[src/design/oag_pkg.sv]
/*
  oag_pkg: constants shared by the operand address generator.
  assumes a cpu core that presents instruction words and register values.
*/
package oag_pkg;
  localparam int ADDR_W = 20;
  localparam int WORD_W = 16;
  localparam int HI_W = 4;
  // source mode codes
  localparam logic [1:0] SRC_REG = 2'h0;
  localparam logic [1:0] SRC_IDX = 2'h1;
  localparam logic [1:0] SRC_IND = 2'h2;
  localparam logic [1:0] SRC_INC = 2'h3;
  localparam logic [3:0] PC_REG = 4'h0;
  // size codes from length-select and byte/word bits
  localparam logic [1:0] SZ_WORD = 2'h2;
  localparam logic [1:0] SZ_BYTE = 2'h3;
  localparam logic [1:0] SZ_ADDR = 2'h1;
  // extension word field positions
  localparam int EXT_SRC_HI = 7;
  localparam int EXT_AL = 6;
  localparam int EXT_DST_HI = 0;
  localparam logic [19:0] INC_BYTE = 20'h00001;
  localparam logic [19:0] INC_WORD = 20'h00002;
  localparam logic [19:0] INC_ADDR = 20'h00004;
  localparam logic [19:0] NEXT_WORD = 20'h00002;
  typedef enum logic [2:0] {
    OAG_IDLE, OAG_SRC_LO, OAG_SRC_HI, OAG_DST_LO, OAG_DST_HI, OAG_DONE
  } oag_state_type;
endpackage : oag_pkg

[src/design/oag_mem_if.sv]
/*
  oag_mem_if: memory read request bundle between generator and fetch unit.
  assumes one outstanding read at a time.
*/
`timescale 1ns/10ps
`default_nettype none
interface oag_mem_if;
  logic req;
  logic [19:0] addr;
  logic ack;
  logic [15:0] rdata;
  modport gen (output req, output addr, input ack, input rdata);
  modport fetch (input req, input addr, output ack, output rdata);
endinterface : oag_mem_if
`default_nettype wire

[src/design/oag_fetch.sv]
/*
  oag_fetch: forwards operand word reads from the generator to the memory port.
  assumes memory answers req with ack carrying the read word.
*/
`timescale 1ns/10ps
`default_nettype none
module oag_fetch (
  oag_mem_if.fetch m,
  output logic mem_req,
  output logic [19:0] mem_addr,
  input wire logic mem_ack,
  input wire logic [15:0] mem_rdata
);
  // pure pass-through adds no cycle of latency to the fetch
  assign mem_req = m.req;
  assign mem_addr = m.addr;
  assign m.ack = mem_ack;
  assign m.rdata = mem_rdata;
endmodule : oag_fetch
`default_nettype wire

[src/design/oag_top.sv]
/*
  oag_top: operand address generation for absolute, indirect, autoincrement
  and immediate modes, base and extended instructions.
  assumes the core holds the decoded fields stable from start until done.
*/
`timescale 1ns/10ps
`default_nettype none
// How it works
// - extended absolute address spans full 20 bits
// - address is ext high nibble plus next word
// - absolute allowed for source and destination
// - indirect uses register address, register unchanged
// - indirect decoded for source only
// - indirect forms take one to three words
// - autoincrement adds 1, 2 or 4
// - same register destination sees incremented value
// - immediate advances pc by two unless the constant generator serves it
// - base immediate is 16-bit next word
// - immediate length shrinks with constant generator
// - extended immediate is ext nibble plus word
// - extended immediate meets 20-bit destination
// - extension word gives index highs and length
module oag_top (
  input wire logic core_clk,
  input wire logic rst_n,
  input wire logic start,
  input wire logic is_ext,
  input wire logic [15:0] ext_word,
  input wire logic byte_mode,
  input wire logic [1:0] src_mode,
  input wire logic src_abs,
  input wire logic src_imm,
  input wire logic src_cg,
  input wire logic dst_abs,
  input wire logic [3:0] src_reg,
  input wire logic [3:0] dst_reg,
  input wire logic [19:0] src_reg_val,
  input wire logic [19:0] pc_val,
  input wire logic [15:0] src_word,
  input wire logic [15:0] dst_word,
  output logic mem_req,
  output logic [19:0] mem_addr,
  input wire logic mem_ack,
  input wire logic [15:0] mem_rdata,
  output logic done,
  output logic [19:0] src_addr,
  output logic [19:0] dst_addr,
  output logic [19:0] src_data,
  output logic wide_op,
  output logic reg_we,
  output logic [3:0] reg_sel,
  output logic [19:0] reg_wdata,
  output logic [19:0] dst_base_fwd,
  output logic [2:0] instr_words
);
  oag_mem_if m ();
  oag_fetch u_fetch (
    .m(m),
    .mem_req(mem_req),
    .mem_addr(mem_addr),
    .mem_ack(mem_ack),
    .mem_rdata(mem_rdata)
  );

  // join an upper nibble from the extension word to a 16-bit word
  function automatic logic [19:0] join20(input logic [3:0] hi, input logic [15:0] lo);
    return {hi, lo};
  endfunction : join20

  // size code to autoincrement step; the illegal code falls back to word
  function automatic logic [19:0] step_of(input logic [1:0] sz);
    unique case (sz)
      oag_pkg::SZ_BYTE: return oag_pkg::INC_BYTE;
      oag_pkg::SZ_ADDR: return oag_pkg::INC_ADDR;
      default: return oag_pkg::INC_WORD;
    endcase
  endfunction : step_of

  oag_pkg::oag_state_type st_q, st_d;
  // fw_q tracks the source register as the destination access must see it
  logic [19:0] sa_q, sa_d, da_q, da_d, sd_q, sd_d, fw_q, fw_d, rw_q, rw_d;
  logic [3:0] rs_q, rs_d;
  logic we_q, we_d, done_q, done_d, wide_q, wide_d;
  logic [2:0] nw_q, nw_d;
  logic al_bit;
  logic [1:0] sz;
  logic src_mem;

  // length select with byte bit picks 20-bit data
  assign al_bit = is_ext ? ext_word[oag_pkg::EXT_AL] : 1'b1;
  assign sz = {al_bit, byte_mode};
  assign src_mem = (src_mode == oag_pkg::SRC_IND) || (src_mode == oag_pkg::SRC_INC)
                   || src_abs;

  always_comb begin
    st_d = st_q;
    sa_d = sa_q;
    da_d = da_q;
    sd_d = sd_q;
    fw_d = fw_q;
    rw_d = rw_q;
    rs_d = rs_q;
    we_d = 1'b0;
    done_d = 1'b0;
    wide_d = wide_q;
    nw_d = nw_q;
    m.req = 1'b0;
    m.addr = '0;
    unique case (st_q)
      oag_pkg::OAG_IDLE: begin
        // fields are read here and again in later states; the core keeps them stable until done
        if (start) begin
          wide_d = (sz == oag_pkg::SZ_ADDR);
          fw_d = src_reg_val;
          sd_d = '0;
          // instruction word, optional extension word, one word per absolute address and per immediate not from the constant generator
          nw_d = 3'((is_ext ? 1 : 0) + 1 + ((src_imm && !src_cg) ? 1 : 0)
                    + (src_abs ? 1 : 0) + (dst_abs ? 1 : 0));
          if (src_imm) begin
            // immediate is autoincrement through the pc; the core already holds the word
            sd_d = is_ext ? join20(ext_word[oag_pkg::EXT_SRC_HI +: 4], src_word)
                          : {4'h0, src_word};
            sa_d = pc_val;
            if (!src_cg) begin
              we_d = 1'b1;
              rs_d = oag_pkg::PC_REG;
              rw_d = pc_val + oag_pkg::NEXT_WORD;
              fw_d = pc_val + oag_pkg::NEXT_WORD;
            end
            st_d = oag_pkg::OAG_DST_LO;
          end else if (src_abs) begin
            sa_d = is_ext ? join20(ext_word[oag_pkg::EXT_SRC_HI +: 4], src_word)
                          : {4'h0, src_word};
            st_d = oag_pkg::OAG_SRC_LO;
          end else if (src_mem) begin
            sa_d = src_reg_val;
            st_d = oag_pkg::OAG_SRC_LO;
          end else begin
            st_d = oag_pkg::OAG_DST_LO;
          end
        end
      end
      oag_pkg::OAG_SRC_LO: begin
        m.req = 1'b1;
        // request and address stay up through every stall until the answer
        m.addr = sa_q;
        if (m.ack) begin
          sd_d = {4'h0, m.rdata};
          st_d = wide_q ? oag_pkg::OAG_SRC_HI : oag_pkg::OAG_DST_LO;
          if (!wide_q && src_mode == oag_pkg::SRC_INC && !src_abs) begin
            we_d = 1'b1;
            rs_d = src_reg;
            rw_d = sa_q + step_of(sz);
            fw_d = sa_q + step_of(sz);
          end
        end
      end
      oag_pkg::OAG_SRC_HI: begin
        m.req = 1'b1;
        m.addr = sa_q + oag_pkg::NEXT_WORD;
        if (m.ack) begin
          // only the low nibble of the upper word carries address-word data
          sd_d = {m.rdata[3:0], sd_q[15:0]};
          st_d = oag_pkg::OAG_DST_LO;
          if (src_mode == oag_pkg::SRC_INC && !src_abs) begin
            we_d = 1'b1;
            rs_d = src_reg;
            rw_d = sa_q + step_of(sz);
            fw_d = sa_q + step_of(sz);
          end
        end
      end
      oag_pkg::OAG_DST_LO: begin
        // destination base after the source fetch side effect
        if (dst_abs) begin
          da_d = is_ext ? join20(ext_word[oag_pkg::EXT_DST_HI +: 4], dst_word)
                        : {4'h0, dst_word};
        end else begin
          da_d = (dst_reg == src_reg) ? fw_q : '0;
        end
        st_d = oag_pkg::OAG_DONE;
      end
      oag_pkg::OAG_DONE: begin
        // one-cycle pulse; the data outputs hold until the next start
        done_d = 1'b1;
        st_d = oag_pkg::OAG_IDLE;
      end
      default: st_d = oag_pkg::OAG_IDLE;
    endcase
  end

  // synchronous reset, in step with the core's own registers
  always_ff @(posedge core_clk) begin
    if (!rst_n) begin
      st_q <= oag_pkg::OAG_IDLE;
      sa_q <= '0;
      da_q <= '0;
      sd_q <= '0;
      fw_q <= '0;
      rw_q <= '0;
      rs_q <= '0;
      we_q <= 1'b0;
      done_q <= 1'b0;
      wide_q <= 1'b0;
      nw_q <= '0;
    end else begin
      st_q <= st_d;
      sa_q <= sa_d;
      da_q <= da_d;
      sd_q <= sd_d;
      fw_q <= fw_d;
      rw_q <= rw_d;
      rs_q <= rs_d;
      we_q <= we_d;
      done_q <= done_d;
      wide_q <= wide_d;
      nw_q <= nw_d;
    end
  end

  assign done = done_q;
  assign src_addr = sa_q;
  assign dst_addr = da_q;
  assign src_data = sd_q;
  assign wide_op = wide_q;
  assign reg_we = we_q;
  assign reg_sel = rs_q;
  assign reg_wdata = rw_q;
  assign dst_base_fwd = fw_q;
  assign instr_words = nw_q;

  // checks on what the generator drives; step of the size held while busy
  logic [19:0] inc_step;
  assign inc_step = step_of(sz);
endmodule : oag_top
`default_nettype wire

[config.mk]
export PLATFORM = sky130hd
export DESIGN_NAME = oag_top
export DESIGN_NICKNAME = d
export VERILOG_FILES = /design/src/design/oag_pkg.sv /design/src/design/oag_mem_if.sv /design/src/design/oag_fetch.sv /design/src/design/oag_top.sv
export SDC_FILE = /design/constraint.sdc
export NUM_CORES = 1
export LEC_CHECK = 0
export BUFFER_PORTS_ARGS = -buffer_cell sky130_fd_sc_hd__buf_2
export CAP_MARGIN = 20
export CORE_MARGIN = 2
export CORE_UTILIZATION = 55
export CTS_BUF_LIST = sky130_fd_sc_hd__clkbuf_8 sky130_fd_sc_hd__clkbuf_16
export CTS_CLUSTER_SIZE = 30
export DETAILED_ROUTE_END_ITERATION = 8
export HOLD_SLACK_MARGIN = 0.12
export PLACE_DENSITY = 0.87
export SYNTH_ARGS = -nofsm -noshare
export SYNTH_HDL_FRONTEND = slang
export SYNTH_HIERARCHICAL = 1
export SYNTH_SLANG_ARGS = --single-unit
[constraint.sdc]
create_clock -name core_clk -period 4.9 [get_ports core_clk]
set_input_delay 0.245 -clock core_clk [delete_from_list [all_inputs] [get_ports core_clk]]
set_output_delay 0.245 -clock core_clk [all_outputs]
set_load 0.02 [all_outputs]
# ---- After elaboration in Yosys (flattened, before gate mapping)
# Index checks and enable logic that the tools add are counted.
dict set report totals {
  ff_bits 113
  inputBits 124
}
dict set report op_classes {
  mux 63
  add_sub_neg 8
  eq_ne 16
  reduce_logical 21
  bitwise_logic 1
}
# op count
set ops {}
lappend ops {{$mux 20} 27}
lappend ops {{$pmux 20 s3} 3}
lappend ops {{$add 20x2->20 const B} 2}
lappend ops {{$add 20x20->20} 2}
lappend ops {{$pmux 20 s2} 1}
lappend ops {{$mux 4} 7}
lappend ops {{$mux 1} 15}
lappend ops {{$ne 2x2->1 const B} 7}
lappend ops {{$pmux 3 s4} 1}
lappend ops {{$pmux 4 s3} 1}
lappend ops {{$mux 3} 3}
lappend ops {{$reduce_and 4->1} 2}
lappend ops {{$reduce_and 8->1} 1}
lappend ops {{$add 3x1->3} 2}
lappend ops {{$eq 2x2->1 const B} 3}
lappend ops {{$eq 3x2->1 const B} 2}
lappend ops {{$mux 2} 3}
lappend ops {{$pmux 3 s2} 1}
lappend ops {{$reduce_and 3->1} 2}
lappend ops {{$reduce_and 6->1} 1}
lappend ops {{$reduce_bool 3->1} 2}
lappend ops {{$eq 4x4->1} 1}
lappend ops {{$logic_and 1x1->1} 4}
lappend ops {{$add 2x1->3} 1}
lappend ops {{other kinds (12)} 15}

# ---- Logic depth before layout (Yosys ltp)
# Gate-level depths: netlist (run 1).
dict set report logic_depth {
  ltp_word 10
  ltp_mapped 9
  depth_no_buf 9
}

# ---- By module
# The synthesis (run 1) kept the hierarchy.
# mod instances area_per_inst_um2 cells_each
set by_module_without_submodules {}
lappend by_module_without_submodules {oag_top 1 6874.1 884}
lappend by_module_without_submodules {oag_fetch 1 285.3 38}

# ---- Least setup slack after synthesis (run 1)
# Ideal clock, no wire load.
dict set report synth_timing {
  path_type {register to output}
  start {reg sa_q[3] (netlist: src_addr[3])}
  end {out mem_addr[17]}
  arrival_ns 2.096
  slack_ns 2.559
  n_path_buf 2
  required_ns 4.655
  stages_incl_launch_ff 8
  cell_sequence {dfxtp_1 -> buf_2 -> nand4_1 -> nor4_1 -> nand4_1 -> xnor2_1 -> o21ai_0 -> buf_4}
}
dict set report synth_via {
  elab_chain_len 2
}
# element line_no
set synth_rtl {}
lappend synth_rtl {{start: declaration} oag_top.sv:81} ;# logic [19:0] sa_q, sa_d, da_q, da_d, sd_q, sd_d, fw_q, fw_d, rw_q, rw_d;
lappend synth_rtl {{start signal: assignment} oag_top.sv:196} ;# sa_q <= '0;
lappend synth_rtl {{start signal: assignment} oag_top.sv:208} ;# sa_q <= sa_d;
lappend synth_rtl {{$add 20x2->20} oag_top.sv:160} ;# m.addr = sa_q + oag_pkg::NEXT_WORD;
lappend synth_rtl {{$pmux 20 s2} oag_top.sv:109} ;# unique case (st_q)
lappend synth_rtl {{end: declaration} oag_top.sv:42} ;# output logic [19:0] mem_addr,
# No other way between the ends.

# ---- Worst setup path in the final report (run 1)
dict set report layout_timing {
  start {reg sa_q[7] (netlist: src_addr[7])}
  end {out mem_addr[17]}
}
# The elaborated chain is that of the path after synthesis.

==> flow_summary.toml, run 1 <==
[run_status]
status = "complete, no violations"

[synth]
async_reset_ff_share_pct = 0
synthTopCellsByArea = "dfxtp_1 (32%), mux2i_1 (6.6%), nor2_1 (5.6%)"
synth_edf_count = 0
yosysSeqAreaShare_pct = 31.6
synth.top_cell.area_share_pct = 31.6
synth_cells = 922
synth-seq-cells = 113
synth_area_leader_cell = "dfxtp_1"
yosysWarnings = 6
synth_flop_cell = "dfxtp_1"
synth_cell_types = 70
synth_area_mm2 = 0.00716
synthTopCellsByCount = "dfxtp_1 (113), nor2_1 (107), nand2_1 (77), o21ai_0 (73)"
syn_area_per_cell_um2 = 7.77
synth_most_common_cell = "dfxtp_1"
synth_fp_nets = 1055

[detailed_routing]
viasPerCell = 6.34
wl_per_cell_um = 20.9
num_vias = 8094
drc_errors = 0
dr.pass1.iters = 5
routed_wl_mm = 26.8
drtIter0Drc = 903
ant_nets = 0

[global_route]
grt.overflow.total = 0
first_global_vias = 7518
grt_antenna_before_repair = 2
track_usage_pct = 37.8
grt_pass1_wl_mm = 41.3
grt_max_degree = 56

[worst_setup_path]
worst-setup-path-type = "flip-flop to output port"
r2r_cells = 6
worst_ep_arrival_time_ns = 3.13
timing.rr.start = "st_q[2]"
cp.required_ns = 4.66
worstPathMaxFanout = 14
reg2reg_to = "dst_base_fwd[13]"
timing.critical_path.to = "mem_addr[17]"
endpoint_kind = "output port"
startpoint = "src_addr[7]"
start_kind = "flip-flop"
r2r_setup_slack_ns = 1.78

[flow_run]
drv_cap = 0

[timing]
drv_slew = 0
rsz0062_at_grt = "no"
setup_viol = 0
worst_clock_skew_ns = 0.00529
tns_ns = 0
holdWs_ns = 0.122
max_freq_ghz = 0.296
layout_min_cycle_time_ns = 3.38
worst_slew_pin_slew_ns = 0.961
hold_viol_final = 0
relSlewSlack_pct = 35.8
fin_crit_sh_pct = 69.0

[floorplan]
core_area_mm2 = 0.0127
dieArea_mm2 = 0.0139
fp.dieW_um = 118
io-pin-count = 255
start_util_pct = 56.5
die-height_um = 118
rows = 41

[worst_hold_path]
hold_path_class = "primary input to flip-flop"
hp-start = "dst_word[5]"

[placed_design]
place.detailed.hpwl_mm = 19.4
port-buffer-count = 247
gp_congestion = 0.974

[clock_network]
clk_pin_slew_worst_paths_ns = 0.06
h-tree-depth = 4
cts_tree = "done"
numCtsBuffers = 17
cts.sink_count = 113
cts_root_buf = "clkbuf_16"
cts_buffer_depth = 2
clk_latency_ns = 0.43

[finish]
area_growth_pct = 21.9
drive_gt1_share_pct = 28.0
nNetsFinal = 1224

[pwr]
power_frac_clock_pct = 35.0
power.leakage_nw = 3.90
power_density_mw_per_mm2 = 387
p_int_mw = 2.09
p_comb_share_pct = 30.8
power.switching_mw = 1.29
ir_drop_uv = 319
pwr-share-seq_pct = 34.2
sw_frac_of_total_pct = 38.3
-- state kept, by name, summed over array words and instances, names as in the netlist --
signal and flops:
done 1, dst_addr 20, dst_base_fwd 20, instr_words 3
reg_sel 4, reg_wdata 20, reg_we 1, src_addr 20
src_data 20, st_q 3, wide_op 1
-- kinds of logic after synthesis --
group                    count (synthesis)  synth area share [%]
adder cells (fa/ha/maj)                  9                  1.78
XOR/XNOR                                28                  3.53
buffers and inverters                  133                  9.70
AND/OR/NAND/NOR                        341                  23.4
AO/OA/AOI/OAI                          250                  23.2
flip-flops                             113                  31.6
multiplexers                            48                  6.73
-- how the worst min path moves through the flow --
stage	depth (start not counted)	endpoint	slack, ns
after floorplan	2	reg_sel[0]	0.40
final	3	dst_addr[5]	0.12
after detailed placement	2	reg_wdata[8]	0.47
after global routing	3	dst_addr[3]	0.14
after CTS	3	dst_addr[9]	0.12
after global placement	2	reg_sel[3]	0.45
-- stage by stage --
step / utilization (%) / instance area (µm²) / power [mW] / cells / setup slack (ns)
floorplan: - / 7160 / 1.85 / 922 / 2.56
global placement: 63.7 / 8070 / 2.16 / 1235 / 1.91
detailed placement: 63.7 / 8070 / 2.18 / 1235 / 1.85
CTS: 68.9 / 8730 / 3.36 / 1276 / 1.63
global route: 68.9 / 8730 / 3.52 / 1277 / 1.46
finish: 68.9 / 8730 / 3.38 / 1277 / 1.52
-- power groups by stage --
stage,Sequential (mW),Clock (mW),Combinational (mW)
floorplan,1.26,0,0.584
global placement,1.17,0,0.996
detailed placement,1.17,0,1.01
CTS,1.15,1.18,1.02
global route,1.17,1.23,1.12
finish,1.16,1.18,1.04
-- worst max-delay path, stage by stage, from the launching register on --
cell and delay (ns):
dfxtp_1 0.65, nand4_1 0.46, nor4_1 0.82, nand4_1 0.20
xnor2_1 0.16, o21ai_0 0.18, buf_2 0.22
-- area by class of cell --
class,instances,area [µm²]
clock buffers,17,425
repair buffers,266,1400
inverters,17,63.8
fillers,1057,3940
diodes,1,2.50
well taps,172,215
flip-flops and latches,113,2260
clock inverters,15,136
multi-input cells,676,4220
-- metal layers --
| metal | vias to the layer above | global-route usage [%] | part of all wire (%) |
|---|---|---|---|
| met5 | - | 0 | 0 |
| met4 | 0 | 17.0 | 4.8 |
| met3 | 96 | 11.1 | 12 |
| met2 | 574 | 60.8 | 46 |
| met1 | 3728 | 46.7 | 37 |
| li1 | 3696 | - | - |
-- what timing repair did --
| action | 4_1_cts | 5_1_grt |
|---|---|---|
| hold buffers | 9 | 0 |
| hold endpoints to repair | 9 | 0 |
| setup buffers | 0 | 0 |
| gates resized for setup | 0 | 0 |
-- placed cells by master, fill, tap and decap left out, types with 30 or more instances in the layout --
| cell type | netlist | routed |
|---|---|---|
| buf_2 | 23 | 247 |
| dfxtp_1 | 113 | 113 |
| nor2_1 | 107 | 107 |
| nand2_1 | 77 | 77 |
| o21ai_0 | 73 | 73 |
| nor3_1 | 48 | 47 |
| mux2i_1 | 47 | 47 |
| a21oi_1 | 39 | 39 |
| a221oi_1 | 32 | 32 |
| nand3_1 | 30 | 30 |
Power figures use the tool's default switching activity.
==> run 2, diff against run 1 <==
- CORE_UTILIZATION: 55 -> 46
- PLACE_DENSITY: 0.87 -> 0.78
- clock period: 4.9 -> 3 ns (I/O delays scaled with it)
==> run 2 against run 1 <==
Final cell count increased by 7.1%. Sequential power rose by 61%. Routed wire length is 6.6% higher.
==> flow_summary.toml, run 2 (same netlist as run 1, synthesis figures left out) <==
[run_status]
status = "complete, no violations"

[finish]
regArea_mm2 = 0.00226
multi_input_area_mm2 = 0.00422
drive_gt1_share_pct = 28.4
area_growth_pct = 32.4
nNetsFinal = 1298
stdcell_area_mm2 = 0.00948
fillers = 1336
final_common_cell = "buf_2"
layout_common_cells = "buf_2 (247), dfxtp_1 (113), nor2_1 (107)"

[detailed_routing]
num_vias = 8392
wl_per_cell_um = 20.8
drc_errors = 0
drtIter0Drc = 1026
viasPerCell = 6.13
dr.pass1.iters = 6
routed_wl_mm = 28.5
ant_nets = 0

[pwr]
p_comb_share_pct = 31.9
power_density_mw_per_mm2 = 620
p_total_mw = 5.88
ir_drop_uv = 461
p_int_mw = 3.70
power.leakage_nw = 4.27
sw_frac_of_total_pct = 37.1
power.switching_mw = 2.18
power_frac_clock_pct = 36.2
pwr-share-seq_pct = 31.9

[floorplan]
rows = 45
start_util_pct = 47.1
io-pin-count = 255
die-height_um = 129
dieArea_mm2 = 0.0166
core_area_mm2 = 0.0152
fp.dieW_um = 129

[timing]
fin_crit_sh_pct = 95.2
setup_viol = 0
hold_viol_final = 0
tns_ns = 0
worst_slew_pin_slew_ns = 0.920
drv_slew = 0
relSlewSlack_pct = 38.6
max_freq_ghz = 0.350
rsz0062_at_grt = "no"
worst_clock_skew_ns = 0.00917
layout_min_cycle_time_ns = 2.86

[worst_setup_path]
endpoint_kind = "flip-flop"
r2r_setup_slack_ns = 0.14
critical-path-top-delay-family = "buffers and inverters"
start_kind = "flip-flop"
r2r_cells = 6
cp_slowest_cell = "nor4b_4"
crit_buf_inv = 2
slowest_delay_ns = 0.71
worst-setup-path-type = "flip-flop to flip-flop"
cp.depth = 6
path_cells = "nor4b_4, a21oi_1, buf_4, a221oi_1, dlygate4sd3_1, nor3_1"
worstPathMaxFanout = 12
startpoint = "st_q[0]"
worst_ep_arrival_time_ns = 3.17
cp.required_ns = 3.32
timing.rr.start = "st_q[0]"
timing.critical_path.to = "src_data[13]"
reg2reg_to = "src_data[13]"

[clock_network]
numCtsBuffers = 17
cts_buffer_depth = 2
clk_pin_slew_worst_paths_ns = 0.06
h-tree-depth = 4
clk_latency_ns = 0.44
cts_root_buf = "clkbuf_16"
cts.sink_count = 113
cts_tree = "done"

[placed_design]
port-buffer-count = 247
gp_congestion = 0.940
place_area_mm2 = 0.00828
place.detailed.hpwl_mm = 20.5

[flow_run]
drv_cap = 0

[global_route]
first_global_vias = 7669
track_usage_pct = 33.7
grt_pass1_wl_mm = 42.6
grt_antenna_before_repair = 1
grt.overflow.total = 0
grt_max_degree = 41

[worst_hold_path]
worstHoldPathCells = 3
hold_path_class = "primary input to flip-flop"
==> run 2: power groups by stage <==
stage	registers [mW]	logic, mW	clock network, mW
6_report	1.87	1.88	2.13
5_1_grt	1.89	2.00	2.20
4_1_cts	1.87	1.83	2.13
3_5_place_dp	1.90	1.73	0
3_3_place_gp	1.89	1.71	0
2_1_floorplan	2.06	0.953	0
==> run 2: repair_timing <==
action                                 CTS  global route
setup endpoints to repair                0             1
hold buffers                            58             0
endpoints found under the hold margin   45             0
setup buffers                            0             0
gates resized for setup                  0             1
==> run 2: tightest hold or removal path: stages <==
cell and delay [ns]:
buf_2 0.10, a32oi_1 0.18, a211oi_1 0.09
==> run 2: per-stage QoR <==
step	util, %	worst slack, ns	hold WS (ns)	cells
global placement	54.5	0.358	0.433	1276
detailed placement	54.5	0.306	0.436	1276
floorplan	-	0.754	0.302	922
CTS	62.3	0.229	0.125	1366
finish	62.4	0.143	0.123	1368
global route	62.3	0.0376	0.138	1366
==> run 2: layer usage <==
layer / part of all wire, % / track usage [%] / wire, µm / vias to the layer above
li1: - / - / - / 3856
met1: 38 / 41.2 / 10700 / 3908
met2: 48 / 56.0 / 13600 / 554
met3: 12 / 10.3 / 3380 / 74
met4: 3.0 / 12.4 / 849 / 0
met5: 0 / 0 / 0 / -
==> run 2: layout make-up <==
class	count	area share (%)
multi-input combinational	676	44.5
sequential	113	23.9
timing repair buffer	340	21.9
clock buffer	17	4.49
tap	188	2.48
clock inverter	15	1.97
inverter	17	0.673
antenna	2	0.0528
==> run 2: worst min path at each step <==
stage                         from              end
finish                 ext_word[0]     dst_addr[16]
global route        src_reg_val[1]  dst_base_fwd[1]
CTS                    ext_word[0]     dst_addr[16]
detailed placement      src_reg[3]       reg_sel[3]
global placement        src_reg[2]       reg_sel[2]
floorplan               src_reg[0]       reg_sel[0]
